[config.mk]
export PLATFORM = sky130hd
export DESIGN_NAME = servo_assist
export DESIGN_NICKNAME = d
export VERILOG_FILES = /design/src/rtl/servo_assist_pkg.sv /design/src/rtl/ff_lowpass.sv /design/src/rtl/pi_switch_cond.sv /design/src/rtl/servo_assist.sv
export SDC_FILE = /design/constraint.sdc
export NUM_CORES = 2
export LEC_CHECK = 0
export ABC_CLOCK_PERIOD_IN_PS = 24400
export BUFFER_PORTS_ARGS = -buffer_cell sky130_fd_sc_hd__buf_2
export CELL_PAD_IN_SITES_DETAIL_PLACEMENT = 1
export CELL_PAD_IN_SITES_GLOBAL_PLACEMENT = 2
export CORE_MARGIN = 2
export CORE_UTILIZATION = 40
export DETAILED_ROUTE_END_ITERATION = 10
export PLACE_DENSITY = 0.88
export SLEW_MARGIN = 40
export SYNTH_ARGS = -nofsm -noshare
export SYNTH_HDL_FRONTEND = slang
export SYNTH_SLANG_ARGS = --single-unit
[constraint.sdc]
create_clock -name CLK_SYS -period 24.4 [get_ports CLK_SYS]
set_input_delay 2.44 -clock CLK_SYS [delete_from_list [all_inputs] [get_ports CLK_SYS]]
set_output_delay 2.44 -clock CLK_SYS [all_outputs]
set_load 0.03 [all_outputs]
[src/rtl/servo_assist_pkg.sv]
package servo_assist_pkg;

  // Data widths
  localparam int DW  = 16;               // Torque / speed / threshold width
  localparam int AW  = 4;                // Register index width
  localparam int RDW = 32;               // Register data width

  // Register indices
  localparam logic [AW-1:0] ADDR_CFG      = 4'h0;  // Restart-latched selectors
  localparam logic [AW-1:0] ADDR_TRQ_THR  = 4'h1;
  localparam logic [AW-1:0] ADDR_DEV_THR  = 4'h2;
  localparam logic [AW-1:0] ADDR_ACC_THR  = 4'h3;
  localparam logic [AW-1:0] ADDR_SPD_THR  = 4'h4;
  localparam logic [AW-1:0] ADDR_SFF_GAIN = 4'h5;
  localparam logic [AW-1:0] ADDR_SFF_TIME = 4'h6;
  localparam logic [AW-1:0] ADDR_TFF_GAIN = 4'h7;
  localparam logic [AW-1:0] ADDR_TFF_TIME = 4'h8;
  localparam logic [AW-1:0] ADDR_COUL_LVL = 4'h9;
  localparam logic [AW-1:0] ADDR_COUL_DB  = 4'ha;
  localparam logic [AW-1:0] ADDR_VISC     = 4'hb;
  localparam logic [AW-1:0] ADDR_INERTIA  = 4'hc;
  localparam logic [AW-1:0] ADDR_STATUS   = 4'hd;

  // Config field positions in ADDR_CFG
  localparam int CFG_MODE_LSB = 0;       // 3 bits switch mode
  localparam int CFG_SFF_LSB  = 4;       // 2 bits speed ff source
  localparam int CFG_TFF_LSB  = 6;       // 2 bits torque ff source
  localparam int CFG_VAR_LSB  = 8;       // 2 bits torque ff variant
  localparam int CFG_MFC_LSB  = 10;      // 2 bits model following enable

  // Reset values
  localparam logic [DW-1:0] TRQ_THR_RST = 16'h00c8;   // 200 percent
  localparam logic [DW-1:0] ZERO        = 16'h0000;
  localparam logic [DW-1:0] GAIN_RST    = 16'h0000;
  localparam logic [DW-1:0] INERTIA_RST = 16'h0064;   // 100 percent
  localparam logic [3:0]    TIME_RST    = 4'h0;
  localparam logic [DW-1:0] INTERP_CUBIC = 16'hffff;  // Sub-mode -1
  localparam int PCT_SHIFT  = 7;         // Percent gain as Q7 scale
  localparam int GAIN_SHIFT = 7;

  // Switch mode decode
  typedef enum logic [2:0] {
    SW_TORQUE, SW_DEVIATION, SW_ACCEL, SW_SPEED, SW_FIXED_PI
  } sw_mode_e;

  // Feedforward source decode
  typedef enum logic [1:0] {
    FF_INTERNAL, FF_MODEL, FF_HOST, FF_CUBIC
  } ff_src_e;

  // Restart-latched configuration, laid out bit for bit as the CFG word
  typedef struct packed {
    logic [1:0] mfc_en;
    logic [1:0] tff_var;
    ff_src_e    tff_src;
    ff_src_e    sff_src;
    logic       rsv;                     // Spare bit 3, keeps sources on bits 7:4
    sw_mode_e   sw_mode;
  } cfg_s;

  // Loop quantities sampled each control cycle
  typedef struct packed {
    logic signed [DW-1:0] trq_ref;
    logic signed [DW-1:0] pos_dev;
    logic signed [DW-1:0] acc_ref;
    logic signed [DW-1:0] spd_ref;
  } loop_q_s;

endpackage

[src/rtl/ff_lowpass.sv]
`timescale 1ns/1ps
// First order low-pass: y += (x - y) >>> shift
module ff_lowpass
  import servo_assist_pkg::*;
(
  input  wire logic                 clk,
  input  wire logic                 srst,
  input  wire logic                 en,
  input  wire logic [3:0]           shift,
  input  wire logic signed [DW-1:0] x,
  output logic signed [DW-1:0]      y
);

  logic signed [DW:0] diff;               // Widened error term

  // Error between input and state
  always_comb
  begin
    diff = {x[DW-1], x} - {y[DW-1], y};
  end

  // Filter state, zero shift passes input straight
  always_ff @(posedge clk)
  begin
    if (srst)
      y <= ZERO;
    else if (en)
      y <= DW'(y + DW'(diff >>> shift));
  end

endmodule

[src/rtl/pi_switch_cond.sv]
`timescale 1ns/1ps
// Decides P-only action from selected quantity and threshold
module pi_switch_cond
  import servo_assist_pkg::*;
(
  input  wire sw_mode_e         mode,
  input  wire loop_q_s          q,
  input  wire logic [DW-1:0]    trq_thr,
  input  wire logic [DW-1:0]    dev_thr,
  input  wire logic [DW-1:0]    acc_thr,
  input  wire logic [DW-1:0]    spd_thr,
  output logic                  p_only
);

  // Magnitude of a signed quantity
  function automatic logic [DW-1:0] mag(input logic signed [DW-1:0] v);
    mag = v[DW-1] ? DW'(-v) : v;
  endfunction

  // Strictly greater than threshold gives P-only
  always_comb
  begin
    case (mode)
      SW_TORQUE:    p_only = mag(q.trq_ref) > trq_thr;
      SW_DEVIATION: p_only = mag(q.pos_dev) > dev_thr;
      SW_ACCEL:     p_only = mag(q.acc_ref) > acc_thr;
      SW_SPEED:     p_only = mag(q.spd_ref) > spd_thr;
      default:      p_only = 1'b0;
    endcase
  end

endmodule

[src/rtl/servo_assist.sv]
`timescale 1ns/1ps
////////////////////////////////////////////////////////////////////////////////
// Contract
// - PI by default, P only on condition
// - Mode 0..3 compare, 4 fixed PI, restart
// - Modes 0..3: P while quantity exceeds threshold
// - Mode 4 always PI
// - Four thresholds, effective immediately
// - Torque threshold default 200, strictly greater
// - Speed ff source 0..3, after restart
// - Torque ff source 0..3, after restart
// - Host offsets only under fieldbus control
// - Cubic needs fieldbus and sub-mode -1
// - Speed ff = dPos times gain
// - Torque ff = dSpeed times inertia times gain; code halves dSpeed in every variant except 2
// - Both ff low-pass filtered, own times
// - Variant 0 general, 2 high speed
// - Coulomb magnitude setting, sign of speed
// - Coulomb zero inside speed dead band
// - Viscous proportional to speed
module servo_assist
  import servo_assist_pkg::*;
(
  input  wire logic                 CLK_SYS,
  input  wire logic                 SRST,
  input  wire logic                 CTRL_TICK,      // Control cycle enable pulse
  input  wire logic                 RESTART,        // Latch restart settings
  input  wire logic                 BUS_CTRL,       // Fieldbus control active
  input  wire logic [AW-1:0]        REG_ADDR,
  input  wire logic [RDW-1:0]       REG_WDATA,
  input  wire logic                 REG_WR,
  input  wire logic                 REG_RD,
  output logic [RDW-1:0]            REG_RDATA,
  input  wire loop_q_s              LOOP_Q,         // Compared quantities
  input  wire logic signed [DW-1:0] POS_REF,
  input  wire logic signed [DW-1:0] SPD_FB,
  input  wire logic signed [DW-1:0] KP_ERR,         // Proportional term
  input  wire logic signed [DW-1:0] KI_ERR,         // Integral increment
  input  wire logic signed [DW-1:0] MFC_SPD_FF,
  input  wire logic signed [DW-1:0] MFC_TRQ_FF,
  input  wire logic signed [31:0]   HOST_VEL_OFS,   // Signed 32-bit velocity offset
  input  wire logic signed [DW-1:0] HOST_TRQ_OFS,   // Signed 16-bit torque offset
  input  wire logic signed [DW-1:0] INTERP_SUBMODE,
  input  wire logic signed [DW-1:0] CUBIC_SPD_FF,
  input  wire logic signed [DW-1:0] CUBIC_TRQ_FF,
  output logic signed [DW-1:0]      SPD_FF,
  output logic signed [DW-1:0]      TRQ_REF,
  output logic                      P_ONLY
);

  ////////////////////////////////////////////////////////////////////////////////
  // Settings
  cfg_s                 cfg_pend;       // Written, awaiting restart
  cfg_s                 cfg;            // Active selectors
  logic [DW-1:0]        trq_thr;
  logic [DW-1:0]        dev_thr;
  logic [DW-1:0]        acc_thr;
  logic [DW-1:0]        spd_thr;
  logic signed [DW-1:0] sff_gain;
  logic [3:0]           sff_time;
  logic signed [DW-1:0] tff_gain;
  logic [3:0]           tff_time;
  logic [DW-1:0]        coul_lvl;
  logic [DW-1:0]        coul_db;
  logic signed [DW-1:0] visc;
  logic [DW-1:0]        inertia;

  // Loop state
  logic signed [DW-1:0] pos_prev;       // Previous position reference
  logic signed [DW-1:0] spd_prev;       // Previous speed reference
  logic signed [DW-1:0] integ;          // Speed loop integrator
  logic signed [DW-1:0] sff_raw;        // Selected speed ff
  logic signed [DW-1:0] tff_raw;        // Selected torque ff
  logic signed [DW-1:0] sff_filt;
  logic signed [DW-1:0] tff_filt;
  logic signed [DW-1:0] next_sff_int;
  logic signed [DW-1:0] next_tff_int;
  logic signed [DW-1:0] coul;
  logic signed [DW-1:0] visc_term;
  logic                 p_only;
  logic [DW-1:0]        spd_mag;
  logic signed [2*DW-1:0] prod_s;
  logic signed [3*DW-1:0] prod_t;
  logic signed [2*DW-1:0] prod_v;
  logic                 cubic_ok;

  ////////////////////////////////////////////////////////////////////////////////
  // Register writes, thresholds and gains act at once
  always_ff @(posedge CLK_SYS)
  begin
    if (SRST)
    begin
      cfg_pend <= '0;
      trq_thr  <= TRQ_THR_RST;
      dev_thr  <= ZERO;
      acc_thr  <= ZERO;
      spd_thr  <= ZERO;
      sff_gain <= GAIN_RST;
      sff_time <= TIME_RST;
      tff_gain <= GAIN_RST;
      tff_time <= TIME_RST;
      coul_lvl <= ZERO;
      coul_db  <= ZERO;
      visc     <= ZERO;
      inertia  <= INERTIA_RST;
    end
    else if (REG_WR)
    begin
      if (REG_ADDR == ADDR_CFG)
        cfg_pend <= cfg_s'(REG_WDATA[$bits(cfg_s)-1:0]);
      else if (REG_ADDR == ADDR_TRQ_THR)
        trq_thr <= REG_WDATA[DW-1:0];
      else if (REG_ADDR == ADDR_DEV_THR)
        dev_thr <= REG_WDATA[DW-1:0];
      else if (REG_ADDR == ADDR_ACC_THR)
        acc_thr <= REG_WDATA[DW-1:0];
      else if (REG_ADDR == ADDR_SPD_THR)
        spd_thr <= REG_WDATA[DW-1:0];
      else if (REG_ADDR == ADDR_SFF_GAIN)
        sff_gain <= REG_WDATA[DW-1:0];
      else if (REG_ADDR == ADDR_SFF_TIME)
        sff_time <= REG_WDATA[3:0];
      else if (REG_ADDR == ADDR_TFF_GAIN)
        tff_gain <= REG_WDATA[DW-1:0];
      else if (REG_ADDR == ADDR_TFF_TIME)
        tff_time <= REG_WDATA[3:0];
      else if (REG_ADDR == ADDR_COUL_LVL)
        coul_lvl <= REG_WDATA[DW-1:0];
      else if (REG_ADDR == ADDR_COUL_DB)
        coul_db <= REG_WDATA[DW-1:0];
      else if (REG_ADDR == ADDR_VISC)
        visc <= REG_WDATA[DW-1:0];
      else if (REG_ADDR == ADDR_INERTIA)
        inertia <= REG_WDATA[DW-1:0];
    end
  end

  // Restart-effective selectors copied on restart only
  always_ff @(posedge CLK_SYS)
  begin
    if (SRST)
      cfg <= '0;
    else if (RESTART)
      cfg <= cfg_pend;
  end

  // Read data, one cycle after strobe; zero otherwise
  always_ff @(posedge CLK_SYS)
  begin
    if (SRST)
      REG_RDATA <= '0;
    else if (!REG_RD)
      REG_RDATA <= '0;
    else if (REG_ADDR == ADDR_CFG)
      REG_RDATA <= RDW'(cfg_pend);
    else if (REG_ADDR == ADDR_TRQ_THR)
      REG_RDATA <= RDW'(trq_thr);
    else if (REG_ADDR == ADDR_DEV_THR)
      REG_RDATA <= RDW'(dev_thr);
    else if (REG_ADDR == ADDR_ACC_THR)
      REG_RDATA <= RDW'(acc_thr);
    else if (REG_ADDR == ADDR_SPD_THR)
      REG_RDATA <= RDW'(spd_thr);
    else if (REG_ADDR == ADDR_SFF_GAIN)
      REG_RDATA <= RDW'(sff_gain);
    else if (REG_ADDR == ADDR_SFF_TIME)
      REG_RDATA <= RDW'(sff_time);
    else if (REG_ADDR == ADDR_TFF_GAIN)
      REG_RDATA <= RDW'(tff_gain);
    else if (REG_ADDR == ADDR_TFF_TIME)
      REG_RDATA <= RDW'(tff_time);
    else if (REG_ADDR == ADDR_COUL_LVL)
      REG_RDATA <= RDW'(coul_lvl);
    else if (REG_ADDR == ADDR_COUL_DB)
      REG_RDATA <= RDW'(coul_db);
    else if (REG_ADDR == ADDR_VISC)
      REG_RDATA <= RDW'(visc);
    else if (REG_ADDR == ADDR_INERTIA)
      REG_RDATA <= RDW'(inertia);
    else if (REG_ADDR == ADDR_STATUS)
      REG_RDATA <= {{(RDW-$bits(cfg_s)-1){1'b0}}, p_only, cfg};    // Active state
    else
      REG_RDATA <= '0;                                             // Unmapped
  end

  ////////////////////////////////////////////////////////////////////////////////
  // P/PI decision
  pi_switch_cond u_cond (
    .mode    (cfg.sw_mode),
    .q       (LOOP_Q),
    .trq_thr (trq_thr),
    .dev_thr (dev_thr),
    .acc_thr (acc_thr),
    .spd_thr (spd_thr),
    .p_only  (p_only)
  );

  // Integrator holds in P-only mode
  always_ff @(posedge CLK_SYS)
  begin
    if (SRST)
      integ <= ZERO;
    else if (CTRL_TICK && !p_only)
      integ <= DW'(integ + KI_ERR);
  end

  ////////////////////////////////////////////////////////////////////////////////
  // Internal feedforward from reference derivatives
  always_comb
  begin
    prod_s = DW'(POS_REF - pos_prev) * sff_gain;
    next_sff_int = DW'(prod_s >>> GAIN_SHIFT);
    // High-speed variant uses the full reference speed difference, other variants halve it
    if (cfg.tff_var == 2'h2)
      prod_t = DW'(LOOP_Q.spd_ref - spd_prev) * $signed({1'b0, inertia}) * tff_gain;
    else
      prod_t = DW'(DW'(LOOP_Q.spd_ref - spd_prev) >>> 1) * $signed({1'b0, inertia})
               * tff_gain;
    next_tff_int = DW'(prod_t >>> (PCT_SHIFT + GAIN_SHIFT));
  end

  // Reference history for differentiation
  always_ff @(posedge CLK_SYS)
  begin
    if (SRST)
    begin
      pos_prev <= ZERO;
      spd_prev <= ZERO;
    end
    else if (CTRL_TICK)
    begin
      pos_prev <= POS_REF;
      spd_prev <= LOOP_Q.spd_ref;
    end
  end

  // Source selection, bus sources fall back to zero off-bus
  assign cubic_ok = BUS_CTRL && (INTERP_SUBMODE == INTERP_CUBIC);

  always_comb
  begin
    case (cfg.sff_src)
      FF_INTERNAL: sff_raw = next_sff_int;
      FF_MODEL:    sff_raw = MFC_SPD_FF;
      FF_HOST:     sff_raw = BUS_CTRL ? HOST_VEL_OFS[DW-1:0] : ZERO;
      default:     sff_raw = cubic_ok ? CUBIC_SPD_FF : ZERO;
    endcase
    case (cfg.tff_src)
      FF_INTERNAL: tff_raw = next_tff_int;
      FF_MODEL:    tff_raw = MFC_TRQ_FF;
      FF_HOST:     tff_raw = BUS_CTRL ? HOST_TRQ_OFS : ZERO;
      default:     tff_raw = cubic_ok ? CUBIC_TRQ_FF : ZERO;
    endcase
  end

  // Feedforward filters
  ff_lowpass u_sff_lp (
    .clk   (CLK_SYS),
    .srst  (SRST),
    .en    (CTRL_TICK),
    .shift (sff_time),
    .x     (sff_raw),
    .y     (sff_filt)
  );

  ff_lowpass u_tff_lp (
    .clk   (CLK_SYS),
    .srst  (SRST),
    .en    (CTRL_TICK),
    .shift (tff_time),
    .x     (tff_raw),
    .y     (tff_filt)
  );

  ////////////////////////////////////////////////////////////////////////////////
  // Friction compensation
  always_comb
  begin
    spd_mag   = SPD_FB[DW-1] ? DW'(-SPD_FB) : SPD_FB;
    prod_v    = SPD_FB * visc;
    visc_term = DW'(prod_v >>> GAIN_SHIFT);
    if (spd_mag <= coul_db)
      coul = ZERO;
    else if (SPD_FB[DW-1])
      coul = DW'(-$signed(coul_lvl));
    else
      coul = $signed(coul_lvl);
  end

  // Outputs registered on each control tick
  always_ff @(posedge CLK_SYS)
  begin
    if (SRST)
    begin
      SPD_FF  <= ZERO;
      TRQ_REF <= ZERO;
      P_ONLY  <= 1'b0;
    end
    else if (CTRL_TICK)
    begin
      SPD_FF  <= sff_filt;
      TRQ_REF <= DW'(KP_ERR + (p_only ? integ : DW'(integ + KI_ERR))
                 + tff_filt + coul + visc_term);
      P_ONLY  <= p_only;
    end
  end

  ////////////////////////////////////////////////////////////////////////////////
  // Checks
  fixed_pi_a: assert property (@(posedge CLK_SYS) disable iff (SRST)
    CTRL_TICK && cfg.sw_mode == SW_FIXED_PI |=> !P_ONLY)
    else $error("P-only in fixed PI mode");
  integ_hold_a: assert property (@(posedge CLK_SYS) disable iff (SRST)
    p_only |=> $stable(integ))
    else $error("Integrator moved in P-only mode");
  trq_thr_a: assert property (@(posedge CLK_SYS) disable iff (SRST)
    CTRL_TICK && cfg.sw_mode == SW_TORQUE && !LOOP_Q.trq_ref[DW-1]
    && LOOP_Q.trq_ref <= $signed(trq_thr) |=> !P_ONLY)
    else $error("P-only at or below torque threshold");
  dead_band_a: assert property (@(posedge CLK_SYS) disable iff (SRST)
    spd_mag <= coul_db |-> coul == ZERO)
    else $error("Coulomb term inside dead band");
  coul_sign_a: assert property (@(posedge CLK_SYS) disable iff (SRST)
    spd_mag > coul_db && coul_lvl != ZERO |-> coul[DW-1] == SPD_FB[DW-1])
    else $error("Coulomb sign wrong");
  cfg_hold_a: assert property (@(posedge CLK_SYS) disable iff (SRST)
    !RESTART |=> $stable(cfg))
    else $error("Selector changed without restart");
  host_off_a: assert property (@(posedge CLK_SYS) disable iff (SRST)
    cfg.tff_src == FF_HOST && !BUS_CTRL |-> tff_raw == ZERO)
    else $error("Host offset used off-bus");
  cubic_gate_a: assert property (@(posedge CLK_SYS) disable iff (SRST)
    cfg.sff_src == FF_CUBIC && !cubic_ok |-> sff_raw == ZERO)
    else $error("Cubic ff used without sub-mode");
  rd_zero_a: assert property (@(posedge CLK_SYS) disable iff (SRST)
    !REG_RD |=> REG_RDATA == '0)
    else $error("Read data outside read cycle");
  p_mode_c: cover property (@(posedge CLK_SYS) CTRL_TICK ##1 P_ONLY);
  restart_c: cover property (@(posedge CLK_SYS) RESTART && cfg_pend != cfg);
  coul_c: cover property (@(posedge CLK_SYS) coul != ZERO);

endmodule

==> results by group <==
Run status
  • Status: completed

Timing
  • Max Transition Viols Final: 0
  • Fin Setup TNS: 0 ns
  • Number of setup violations in the final report: 0
  • Tcrit/Tclk final: 0.9064
  • Peak Freq: 0.04521 GHz
  • Fin Hold WS: 0.4580 ns
  • Fin. Hold Viols: 0
  • RSZ-0062 raised after global routing: no
  • Slew @ Worst Pin: 0.9272 ns
  • Slew headroom: 0.3796
  • Crit path time final: 22.12 ns
  • Clock Skew: 0.05018 ns

Synth
  • Synthesized cell area: 69890 um2
  • Post-synth top area share: 0.3337
  • Area leader, netlist: fa_1
  • FF+latch count, synth: 322
  • Post-synthesis cell type count: 80
  • Area contributors post-synth: fa_1 (33%), ha_1 (12%), dfxtp_1 (9.2%)
  • Synth warnings: 0
  • Most used DFF post-synth: dfxtp_1
  • Net Count, Synth: 10430
  • Post-synth EDFFs: 0
  • Register area share after synthesis: 0.09223
  • Synth Area per Inst: 8.420 um2
  • Top cells by instance count after synthesis: inv_1 (1481), fa_1 (1165), nand2_1 (1125), and2_1 (718), ha_1 (661)
  • Post-Syn Instances: 8301
  • Post-synth ARST share: 0
  • Count leader, synth: inv_1

Flow run
  • Max Cap Violations: 0

Setup path
  • Critical Path End Type: flop
  • Worst Path Max Fanout: 16
  • CP startpoint: LOOP_Q[0]
  • Crit path kind: in2reg
  • Slowest stage delay, CP: 0.67 ns
  • CP most frequent cell: fa_1
  • Worst Path Required: 24.85 ns
  • Crit path DAT: 22.56 ns
  • Crit path max-delay cell type: a21oi_1
  • RR Startpoint: spd_prev[2]$_SDFFE_PP0P_
  • Setup crit start kind: input port

Die
  • Core Region: 173800 um2
  • Die ar.: 178100 um2
  • Starting Density: 0.4021
  • Die Span Y: 422.0 um
  • # IOs: 364
  • Die width: 422.0 um
  • Row count: 153

Power and ir drop
  • P_leak: 33.16 nW
  • VDD IR-drop max: 0.0001768 V
  • PD cells: 97.25 nW/um2

Layout
  • Area growth from synthesis to layout: 8.129%
  • Nets: 10520
  • Fill cells: 20980
  • Layout cell share with drive strength beyond 1: 0.07775
  • Final Non-Filler Cells: 10770
  • Cell area after layout: 75580 um2

GRT
  • Vias in the first global route: 64980
  • First-pass GRT wire length: 373.1 mm
  • Largest net degree at the start of global routing: 92
  • Antenna violations before repair: 38
  • Total global-route track usage: 0.2682
  • Congestion Overflow GR: 0

Clock network
  • Clock Path Buffers: 3
  • Cts bufs inserted: 39
  • Clock latency on the worst-skew pair: 0.60 ns
  • Root Buffer: clkbuf_16
  • PostCTS Resize Cnt: 0
  • Clock-pin slew on the worst setup and hold paths: 0.06 ns
  • Clock tree sinks: 322
  • CTS tree: done
  • Hold buffer count at cts: 0
  • Max H-tree Level: 2
  • Post-CTS setup repair buffer count: 0

Drt
  • Vias: 57730
  • Final ANT Viol Nets: 0
  • DRC viols: 0
  • DRC marker count from the first detailed-route iteration: 2855
  • Detailed Route WL: 238.6 mm
  • Initial DRT Pass Iterations: 9
  • Avg WL per Cell: 22.15 um
  • Average vias per placed instance: 5.359

Hold path
  • Hold Path Origin: acc_thr[9]$_SDFFE_PP0P_
  • Hold/Removal Path Class: reg2reg

Placed design
  • Placer congestion estimate: 1.001
  • Post-DP Area: 74200 um2
  • Post-DP HPWL: 194.0 mm
  • Buffers on Ports: 331
  • Placed insts: 10680
-- metrics by stage --
| step | setup WS [ns] | utilization | power [mW] |
|---|---|---|---|
| finish | 2.283 | 0.4348 | 7.350 |
| global placement | 2.128 | 0.4259 | 6.554 |
| CTS | 2.163 | 0.4342 | 7.394 |
| detailed placement | 1.607 | 0.4269 | 6.730 |
| global route | 0.7800 | 0.4347 | 7.961 |
| floorplan | 5.176 | - | 4.460 |
-- cells by family after synthesis --
family	share of synthesized area
adder cells (fa/ha/maj)	0.4520
XOR/XNOR	0.04960
flip-flops	0.09223
multiplexers	0.02730
AO/OA/AOI/OAI	0.09525
buffers and inverters	0.1032
AND/OR/NAND/NOR	0.1804
-- where the power goes --
group          leakage, nW  internal [mW]  switching, mW  total, mW
logic                 29.9           2.15           3.97       6.12
registers             2.62          0.571         0.0509      0.621
clock network        0.614          0.339          0.270      0.609
total                 33.2           3.06           4.29       7.35
-- state kept, by name (all words and copies together), names as in the netlist, 12 cells and up --
name / flops
TRQ_REF: 16
REG_RDATA: 17
coul_lvl: 16
tff_gain: 16
inertia: 16
visc: 16
cfg_pend: 12
coul_db: 16
integ: 16
SPD_FF: 16
acc_thr: 16
trq_thr: 16
u_tff_lp.y: 16
spd_thr: 16
sff_gain: 16
dev_thr: 16
pos_prev: 16
cfg: 12
u_sff_lp.y: 16
spd_prev: 16
-- worst max-delay path, delay by kind of cell --
kind | cells | cell delay, ns
muxes | 3 | 0.60
AOI/OAI and AO/OA | 34 | 7.55
buffers and inverters | 4 | 0.35
adders and majority gates | 19 | 8.20
and+or+nand+nor | 12 | 2.12
xor gates and xnor gates | 4 | 1.23
-- area by class of cell --
cell class                 count  area, um2  area share
antenna                       24      60.06   0.0007947
clock buffer                  49       1085     0.01435
clock inverter                20      195.2    0.002583
inverter                    1485       5574     0.07375
multi-input combinational   6072      56540      0.7481
sequential                   322       6461     0.08549
tap                         2325       2909     0.03849
timing repair buffer         476       2753     0.03642
-- per-layer routing --
layer	GRT usage	routed length, um
met5	0	166
met4	0.1372	13950
met3	0.03150	10000
met2	0.4759	119600
met1	0.3183	94860
-- worst paths after layout --
check / to / slack, ns / cells past startpoint
setup / recovery: u_tff_lp.y[14]$_SDFFE_PP0P_ / 2.28 / 76
hold / removal: acc_thr[9]$_SDFFE_PP0P_ / 0.46 / 2
setup reg to reg: u_tff_lp.y[14]$_SDFFE_PP0P_ / 4.04 / 74
hold reg to reg: acc_thr[9]$_SDFFE_PP0P_ / 0.46 / 2
-- layout by cell type, fill, tap and decap left out, types with 29 or more instances in the layout --
cell type	n
o31ai_1	30
o21a_1	29
nor3_1	60
a21oi_1	435
a21o_1	73
buf_4	139
nand3_1	56
nor2_1	353
nand2b_1	57
and2_1	717
xnor2_1	283
inv_1	1480
o21bai_1	36
clkbuf_16	40
a22oi_1	34
o21ai_0	168
xor2_1	74
or3_1	31
fa_1	1164
a221oi_1	37
dfxtp_1	314
ha_1	660
nand2_1	1125
buf_2	334
nor2b_1	95
mux2i_1	149
(Power assumes the default switching activity.)
